<file path="src/design/fddi_regs.svh">
// timing constants for the flexible disk drive link
`ifndef FDDI_REGS_SVH
`define FDDI_REGS_SVH
`define FDDI_CLK_MHZ 250
`define FDDI_STEP_MIN_NS 200
`define FDDI_STEP_MIN_CYC ((`FDDI_STEP_MIN_NS * `FDDI_CLK_MHZ + 999) / 1000)
`define FDDI_STEP_GAP_US 5000
`define FDDI_STEP_GAP_CYC (`FDDI_STEP_GAP_US * `FDDI_CLK_MHZ)
`define FDDI_RD_PULSE_NS 1000
`define FDDI_RD_PULSE_CYC (`FDDI_RD_PULSE_NS * `FDDI_CLK_MHZ / 1000)
`define FDDI_REV_US 200000
`define FDDI_REV_CYC (`FDDI_REV_US * `FDDI_CLK_MHZ)
`define FDDI_IDX_US 4000
`define FDDI_IDX_CYC (`FDDI_IDX_US * `FDDI_CLK_MHZ)
`define FDDI_TRK_MAX 8'h27
`define FDDI_WR_LOW_NS 500
`define FDDI_WR_LOW_CYC (`FDDI_WR_LOW_NS * `FDDI_CLK_MHZ / 1000)
`define FDDI_FIFO_W 1
`define FDDI_FIFO_D 8
`endif

</file>
<file path="src/design/fddi_pkg.sv">
// types shared by both ends of the flexible disk drive link
package fddi_pkg;
	typedef enum logic [1:0]
	{
		FDDI_H_IDLE = 2'b00,
		FDDI_H_STEP = 2'b01,
		FDDI_H_GAP = 2'b10
	} fddi_hst_t;
endpackage

</file>
<file path="src/design/fddi_if.sv">
// interface carrying the drive cable lines, all active low
`timescale 1ns/1ps
interface fddi_if;
	logic sel_n;
	logic dir_n;
	logic step_n;
	logic wdata_n;
	logic wgate_n;
	logic side_n;
	logic index_n;
	logic trk0_n;
	logic wprot_n;
	logic rdata_n;
	modport drive
	(
		input sel_n, dir_n, step_n, wdata_n, wgate_n, side_n,
		output index_n, trk0_n, wprot_n, rdata_n
	);
	modport ctrl
	(
		output sel_n, dir_n, step_n, wdata_n, wgate_n, side_n,
		input index_n, trk0_n, wprot_n, rdata_n
	);
endinterface

</file>
<file path="src/design/fddi_fifo.sv">
// small valid/ready fifo with parameter width and depth
`timescale 1ns/1ps
module fddi_fifo #(
	parameter int W = 1,
	parameter int D = 8
)
(
	// clock and reset
	input wire logic clk,
	input wire logic rstn,
	// fill side
	input wire logic in_valid,
	output logic in_ready,
	input wire logic [W-1:0] in_data,
	// drain side
	output logic out_valid,
	input wire logic out_ready,
	output logic [W-1:0] out_data
);
	localparam int AW = $clog2(D);
	logic [W-1:0] mem_r [D];
	logic [AW-1:0] wp_r;
	logic [AW-1:0] rp_r;
	logic [AW:0] cnt_r;
	logic push;
	logic pop;
	assign in_ready = (cnt_r != (AW+1)'(D));
	assign out_valid = (cnt_r != '0);
	assign out_data = mem_r[rp_r];
	assign push = in_valid && in_ready;
	assign pop = out_valid && out_ready;
	always_ff @(posedge clk)
	begin
		if (push)
			mem_r[wp_r] <= in_data;
	end
	always_ff @(posedge clk or negedge rstn)
	begin
		if (!rstn)
		begin
			wp_r <= '0;
			rp_r <= '0;
			cnt_r <= '0;
		end
		else
		begin
			if (push)
				wp_r <= (wp_r == AW'(D-1)) ? '0 : wp_r + 1'b1;
			if (pop)
				rp_r <= (rp_r == AW'(D-1)) ? '0 : rp_r + 1'b1;
			cnt_r <= cnt_r + (AW+1)'(push) - (AW+1)'(pop);
		end
	end
endmodule

</file>
<file path="src/design/fddi_ctrl.sv">
// controller end: steps the head and streams write flux pulses
`timescale 1ns/1ps
`include "fddi_regs.svh"
module fddi_ctrl
	import fddi_pkg::*;
#(
	parameter int GAP_CYC = `FDDI_STEP_GAP_CYC
)
(
	// clock and reset
	input wire logic clk,
	input wire logic rstn,
	// cable
	fddi_if.ctrl bus,
	// user side
	input wire logic select,
	input wire logic step_req,
	input wire logic step_in,
	output logic step_busy,
	input wire logic side_upper,
	input wire logic write_on,
	input wire logic wr_valid,
	output logic wr_ready,
	input wire logic wr_flux,
	output logic home,
	output logic protect,
	output logic index_fall,
	output logic rd_fall
);
	// ***************************************************
	// state
	// ***************************************************
	typedef struct packed
	{
		fddi_hst_t st;
		logic [20:0] cnt;
		logic dir_n;
		logic busy;
		logic step_n;
		logic [7:0] wcnt;
		logic wd_n;
		logic [2:0] idx_s;
		logic [2:0] rd_s;
		logic [2:0] t0_s;
		logic [2:0] wp_s;
		logic home;
		logic prot;
		logic idx_f;
		logic rd_f;
		logic sel_n;
		logic wg_n;
		logic side_n;
	} fddi_cst_t;
	fddi_cst_t s_r, s_nxt;
	logic f_valid, f_ready, f_data, f_full_ok;
	// fifo stalls the user when the cable side lags
	fddi_fifo #(.W(`FDDI_FIFO_W), .D(`FDDI_FIFO_D)) u_fifo
	(
		.clk(clk),
		.rstn(rstn),
		.in_valid(wr_valid),
		.in_ready(f_full_ok),
		.in_data(wr_flux),
		.out_valid(f_valid),
		.out_ready(f_ready),
		.out_data(f_data)
	);
	assign f_ready = (s_r.wcnt == 8'h00) && !s_r.wg_n;
	always_comb
	begin
		s_nxt = s_r;
		s_nxt.sel_n = !select;
		s_nxt.wg_n = !(write_on && s_r.wp_s[2]);
		s_nxt.side_n = !side_upper;
		s_nxt.idx_s = {s_r.idx_s[1:0], bus.index_n};
		s_nxt.rd_s = {s_r.rd_s[1:0], bus.rdata_n};
		s_nxt.t0_s = {s_r.t0_s[1:0], bus.trk0_n};
		s_nxt.wp_s = {s_r.wp_s[1:0], bus.wprot_n};
		s_nxt.home = !s_r.t0_s[2] && !s_r.t0_s[1];
		s_nxt.prot = !s_r.wp_s[2] && !s_r.wp_s[1];
		s_nxt.idx_f = s_r.idx_s[2] && !s_r.idx_s[1];
		s_nxt.rd_f = s_r.rd_s[2] && !s_r.rd_s[1];
		// ***************************************************
		// stepping
		// ***************************************************
		case (s_r.st)
			FDDI_H_IDLE:
			begin
				if (step_req && select && s_r.wg_n)
				begin
					s_nxt.dir_n = !step_in;
					s_nxt.step_n = 1'b0;
					s_nxt.cnt = 21'(2 * `FDDI_STEP_MIN_CYC);
					s_nxt.st = FDDI_H_STEP;
				end
			end
			FDDI_H_STEP:
			begin
				s_nxt.cnt = s_r.cnt - 21'h000001;
				if (s_r.cnt == 21'h000000)
				begin
					s_nxt.step_n = 1'b1;
					s_nxt.cnt = 21'(GAP_CYC);
					s_nxt.st = FDDI_H_GAP;
				end
			end
			FDDI_H_GAP:
			begin
				s_nxt.cnt = s_r.cnt - 21'h000001;
				if (s_r.cnt == 21'h000000)
					s_nxt.st = FDDI_H_IDLE;
			end
			default:
				s_nxt.st = FDDI_H_IDLE;
		endcase
		s_nxt.busy = (s_nxt.st != FDDI_H_IDLE);
		// ***************************************************
		// write flux: one low pulse per fifo word set
		// ***************************************************
		if (s_r.wcnt != 8'h00)
			s_nxt.wcnt = s_r.wcnt - 8'h01;
		// low for the first half of the slot, high for the rest
		if (s_r.wcnt == 8'(`FDDI_WR_LOW_CYC + 1))
			s_nxt.wd_n = 1'b1;
		if (f_valid && f_ready)
		begin
			s_nxt.wcnt = 8'(2 * `FDDI_WR_LOW_CYC);
			s_nxt.wd_n = !f_data;
		end
	end
	always_ff @(posedge clk or negedge rstn)
	begin
		if (!rstn)
		begin
			s_r <= '0;
			s_r.step_n <= 1'b1;
			s_r.dir_n <= 1'b1;
			s_r.wd_n <= 1'b1;
			s_r.idx_s <= 3'h7;
			s_r.rd_s <= 3'h7;
			s_r.t0_s <= 3'h7;
			s_r.wp_s <= 3'h7;
			s_r.sel_n <= 1'b1;
			s_r.wg_n <= 1'b1;
			s_r.side_n <= 1'b1;
		end
		else
			s_r <= s_nxt;
	end
	assign bus.sel_n = s_r.sel_n;
	assign bus.dir_n = s_r.dir_n;
	assign bus.step_n = s_r.step_n;
	assign bus.wdata_n = s_r.wd_n;
	assign bus.wgate_n = s_r.wg_n;
	assign bus.side_n = s_r.side_n;
	assign step_busy = s_r.busy;
	assign wr_ready = f_full_ok;
	assign home = s_r.home;
	assign protect = s_r.prot;
	assign index_fall = s_r.idx_f;
	assign rd_fall = s_r.rd_f;
endmodule

</file>
<file path="src/flat_wrapper.sv">
// flat-port wrapper written by rule: the top's interface ports become plain ports
module fddi_ctrl_flat import fddi_pkg::*;
#(
	parameter int GAP_CYC = `FDDI_STEP_GAP_CYC
)
  (clk, rstn, select, step_req, step_in, step_busy, side_upper, write_on, wr_valid, wr_ready, wr_flux, home, protect, index_fall, rd_fall, bus_sel_n, bus_dir_n, bus_step_n, bus_wdata_n, bus_wgate_n, bus_side_n, bus_index_n, bus_trk0_n, bus_wprot_n, bus_rdata_n);
  fddi_if bus_i ();
  input wire logic clk;
  input wire logic rstn;
  input wire logic select;
  input wire logic step_req;
  input wire logic step_in;
  output logic step_busy;
  input wire logic side_upper;
  input wire logic write_on;
  input wire logic wr_valid;
  output logic wr_ready;
  input wire logic wr_flux;
  output logic home;
  output logic protect;
  output logic index_fall;
  output logic rd_fall;
  output wire logic [$bits(bus_i.sel_n)-1:0] bus_sel_n;
  output wire logic [$bits(bus_i.dir_n)-1:0] bus_dir_n;
  output wire logic [$bits(bus_i.step_n)-1:0] bus_step_n;
  output wire logic [$bits(bus_i.wdata_n)-1:0] bus_wdata_n;
  output wire logic [$bits(bus_i.wgate_n)-1:0] bus_wgate_n;
  output wire logic [$bits(bus_i.side_n)-1:0] bus_side_n;
  input wire logic [$bits(bus_i.index_n)-1:0] bus_index_n;
  input wire logic [$bits(bus_i.trk0_n)-1:0] bus_trk0_n;
  input wire logic [$bits(bus_i.wprot_n)-1:0] bus_wprot_n;
  input wire logic [$bits(bus_i.rdata_n)-1:0] bus_rdata_n;
  assign bus_sel_n = bus_i.sel_n;
  assign bus_dir_n = bus_i.dir_n;
  assign bus_step_n = bus_i.step_n;
  assign bus_wdata_n = bus_i.wdata_n;
  assign bus_wgate_n = bus_i.wgate_n;
  assign bus_side_n = bus_i.side_n;
  assign bus_i.index_n = bus_index_n;
  assign bus_i.trk0_n = bus_trk0_n;
  assign bus_i.wprot_n = bus_wprot_n;
  assign bus_i.rdata_n = bus_rdata_n;
  fddi_ctrl #(.GAP_CYC(GAP_CYC)) u_core (.clk(clk), .rstn(rstn), .bus(bus_i), .select(select), .step_req(step_req), .step_in(step_in), .step_busy(step_busy), .side_upper(side_upper), .write_on(write_on), .wr_valid(wr_valid), .wr_ready(wr_ready), .wr_flux(wr_flux), .home(home), .protect(protect), .index_fall(index_fall), .rd_fall(rd_fall));
endmodule
</file>
<file path="config.mk">
export PLATFORM = sky130hd
export DESIGN_NAME = fddi_ctrl_flat
export DESIGN_NICKNAME = d
export VERILOG_FILES = /design/src/design/fddi_pkg.sv /design/src/design/fddi_if.sv /design/src/design/fddi_fifo.sv /design/src/design/fddi_ctrl.sv /design/src/flat_wrapper.sv
export VERILOG_INCLUDE_DIRS = /design/src /design/src/design
export SDC_FILE = /design/constraint.sdc
export NUM_CORES = 1
export LEC_CHECK = 0
export BUFFER_PORTS_ARGS = -buffer_cell sky130_fd_sc_hd__buf_2
export CORE_MARGIN = 1.5
export CORE_UTILIZATION = 54
export CTS_BUF_LIST = sky130_fd_sc_hd__clkbuf_8 sky130_fd_sc_hd__clkbuf_16
export DETAILED_ROUTE_END_ITERATION = 12
export PLACE_DENSITY_LB_ADDON = 0.2
export SKIP_LAST_GASP = 1
export SYNTH_ARGS = -nofsm -noshare
export SYNTH_HDL_FRONTEND = slang
export SYNTH_SLANG_ARGS = --single-unit
export TNS_END_PERCENT = 5
</file>
<file path="constraint.sdc">
create_clock -name clk -period 2.83 [get_ports clk]
set_input_delay 0 -clock clk [delete_from_list [all_inputs] [get_ports clk]]
set_output_delay 0 -clock clk [all_outputs]
set_load 0.005 [all_outputs]
</file>
==> impl_metrics.py <==
metrics = {
    "logic_synthesis": {
        "syn_inst": 323,
        "synth-edff-count": 8,
        "synth-seq-area-share_pct": 52.99,
        "synth-main-ff-cell": "dfrtp_1",
        "avgSynthCellArea_um2": 10.89,
        "async_flop_share_pct": 88.89,
        "ys_ff_latch": 72,
        "yosysWarnings": 0,
        "synth.net_count": 357,
        "netlist_area_um2": 3518,
        "yosysUniqueCellTypes": 58,
    },
    "run": {
        "timing.max_cap.violations": 0,
    },
    "routing": {
        "remaining_drc_errors": 0,
        "finalWirelength_mm": 6.533,
        "drtIter0Drc": 172,
        "wl_per_cell_um": 14.45,
        "vias": 2536,
        "avgViaCountPerCell": 5.611,
        "drt_first_pass_iters": 5,
        "drtAntennaViolNets": 0,
    },
    "pwr": {
        "p_per_area_nw_per_um2": 1111,
        "p_seq_share_pct": 36.4,
        "pwr-share-comb_pct": 44.4,
        "ir_drop_v": 0.0006819,
        "p_sw_share_pct": 40.82,
        "p_leak_nw": 1.818,
        "p_sw_mw": 1.847,
        "p_int_mw": 2.677,
        "p_clk_share_pct": 19.2,
    },
    "global_route": {
        "grt-ovfl-total": 0,
        "grt_max_degree": 31,
        "first_global_vias": 2444,
        "grtUsageTotal_pct": 20.96,
        "grt_pass1_wl_mm": 11.72,
        "antenna_found_initial": 0,
    },
    "floorplanning": {
        "fp.coreArea_um2": 6314,
        "io_pins": 25,
        "die_x_um": 83.72,
        "start_util_pct": 55.73,
        "dieArea_um2": 7009,
        "fp.dieH_um": 83.72,
        "fp-row-count": 29,
    },
    "timing": {
        "skew_ps": 10.76,
        "fin_setup_tns_ps": 0,
        "slew_headroom_pct": 56.04,
        "grt_setup_unrepaired": "no",
        "hold_viol": 0,
        "clock.fmax_mhz": 399.2,
        "post-route-min-period_ps": 2505,
        "finalMaxSlewViolations": 0,
        "tightest_slew_ps": 653.3,
        "setup_viol": 0,
        "min_period_over_period_pct": 88.51,
    },
    "clock_network": {
        "cts_setup_buffers": 0,
        "clk_latency_ps": 330,
        "ctsHtreeMaxLevel": 3,
        "path_clk_slew_ps": 80,
        "clock-root-buffer": "clkbuf_8",
        "clkSinkCount": 72,
        "numCtsBuffers": 9,
        "clockBufferDepth": 2,
        "cts_tree": "done",
    },
    "final_layout": {
        "fin_util_pct": 64.49,
        "multiInputGateArea_um2": 1545,
        "fin_nets": 404,
        "register_area_um2": 1864,
        "antenna_cells": 0,
        "nFillCells": 505,
        "syn_to_final_growth_pct": 15.72,
        "fin_area_um2": 4071,
        "layout-drive-gt1-share_pct": 22.13,
    },
    "place": {
        "gp_congestion": 0.8558,
        "numPortBuffers": 24,
        "dp_hpwl_mm": 4.648,
        "placed_area_um2": 3757,
    },
    "worst_hold_path": {
        "min_path_type": "in -> reg",
        "hp-start": "step_req",
        "hold_depth": 3,
    },
    "status": {
        "status": "finished, final reports clean",
    },
    "setup_path": {
        "end_kind": "register",
        "critical_path_peak_fanout": 5,
        "cp.required_ps": 3040,
        "critPathKind": "reg -> reg",
        "rr_startpoint": "u_core.s_r[20]",
        "critPathLaunch": "u_core.s_r[20]",
        "cp.arrival_ps": 2720,
        "rr_worst_depth": 11,
        "start_kind": "register",
    },
}
## per-stage QoR
stage | worst slack [ps] | total power [mW] | hold slack, ps | cells
4_1_cts | 310.7 | 4.545 | 51.17 | 452
6_report | 325.2 | 4.524 | 39.08 | 452
2_1_floorplan | 173.2 | 3.192 | -295.6 | 323
3_5_place_dp | 340.1 | 3.649 | -23.04 | 426
3_3_place_gp | 418.8 | 3.595 | -35.02 | 426
5_1_grt | 48.77 | 4.900 | 83.13 | 452
## what timing repair did
item | in CTS | in global routing
hold endpoints to repair | 32 | 0
hold buffers | 10 | 0
resized for setup | 0 | 0
## metal layers
layer	wire length (um)	vias up	global-route usage, %
li1	-	1240	-
met1	3254	1223	32.09
met2	2911	66	30.28
met3	294	7	3.759
met4	72	0	7.154
met5	0	-	0
## kinds of logic after synthesis
kind of cell	Yosys count	share of synthesized area, %
AND/OR/NAND/NOR	121	19.03
flip-flops	72	52.99
AO/OA/AOI/OAI	64	11.10
buffers and inverters	25	3.094
adder cells (fa/ha/maj)	21	7.681
XOR/XNOR	12	2.987
multiplexers	8	3.129
## state kept, by name (all words and copies together), names as in the netlist
name / count
u_core.bus.step_n: 1
u_core.bus.wdata_n: 1
u_core.bus.dir_n: 1
u_core.s_r: 35
u_core.protect: 1
u_core.u_fifo.wp_r: 3
u_core.u_fifo.mem_r: 8
u_core.bus.wgate_n: 1
u_core.bus.side_n: 1
u_core.s_nxt: 8
u_core.u_fifo.cnt_r: 4
u_core.index_fall: 1
u_core.bus.sel_n: 1
u_core.step_busy: 1
u_core.u_fifo.rp_r: 3
u_core.home: 1
u_core.rd_fall: 1
## power groups by stage
stage | combinational, mW | sequential, mW | clock, mW
floorplan | 1.60 | 1.60 | 0
global placement | 1.95 | 1.65 | 0
detailed placement | 1.99 | 1.66 | 0
CTS | 2.01 | 1.65 | 0.892
global route | 2.26 | 1.70 | 0.933
finish | 2.01 | 1.65 | 0.868
## layout make-up
type / instances / share of cell area, %
Clock buffer: 9 / 3.042
Tap cell: 77 / 2.366
Timing Repair Buffer: 42 / 6.884
Sequential cell: 72 / 45.79
Multi-Input combinational cell: 226 / 37.95
Inverter: 19 / 1.752
Clock inverter: 7 / 2.213
## critical path, stage by stage (launching register included)
cell,delay [ps]
dfrtp_1,410
inv_1,130
ha_1,160
nor4b_1,310
nand2_1,200
nor2_2,160
ha_1,230
inv_1,60
ha_1,160
inv_1,60
fa_1,370
xnor2_1,140
## placed cells by master (no fill, tap or decap), types with 8 or more instances in the layout
| master | n |
|---|---|
| inv_1 | 21 |
| buf_4 | 8 |
| dfstp_2 | 18 |
| edfxtp_1 | 8 |
| nor3_1 | 12 |
| dlygate4sd3_1 | 10 |
| buf_2 | 24 |
| nor2_2 | 10 |
| o21ai_0 | 10 |
| nor2_1 | 31 |
| ha_1 | 20 |
| a21oi_1 | 15 |
| o21ai_1 | 13 |
| nand2_1 | 20 |
| nand3_1 | 9 |
| dfrtp_1 | 46 |
| clkbuf_8 | 9 |
## cells in the mapped netlist (all sizes together) (2+ instances only)
| cell type | number | share of area, % |
|---|---|---|
| nor2b | 2 | 0.36 |
| mux4 | 2 | 1.3 |
| ha | 20 | 7.1 |
| edfxtp | 8 | 6.8 |
| mux2 | 4 | 1.3 |
| nor2 | 41 | 5.1 |
| nand4 | 6 | 1.1 |
| xnor2 | 7 | 1.7 |
| or3 | 3 | 0.68 |
| o31ai | 2 | 0.43 |
| nor3 | 15 | 2.7 |
| dfstp | 18 | 13 |
| a21oi | 15 | 2.1 |
| xor2 | 5 | 1.2 |
| o21ai | 23 | 3.3 |
| a31oi | 4 | 0.71 |
| nor4b | 3 | 0.75 |
| buf | 2 | 0.64 |
| nand3 | 9 | 1.3 |
| clkbuf | 4 | 0.43 |
| nor4 | 6 | 1.5 |
| mux2i | 2 | 0.57 |
| and3 | 3 | 0.53 |
| nand3b | 2 | 0.43 |
| a21o | 6 | 1.3 |
| dfrtp | 46 | 33 |
| nand2b | 4 | 0.71 |
| nand2 | 20 | 2.1 |
| inv | 19 | 2.0 |
## worst paths after layout
| kind | to | slack [ps] |
|---|---|---|
| max | u_core.u_fifo.cnt_r[2] | 330 |
| min | u_core.bus.dir_n | 40 |
| min reg2reg | u_core.s_nxt[12] | 360 |
| min in group asynchronous | u_core.s_r[24] | 130 |
| max in group asynchronous | u_core.s_nxt[8] | 1920 |
| max reg2reg | u_core.u_fifo.cnt_r[2] | 330 |
Note: power is estimated with default switching activity, not from simulation.
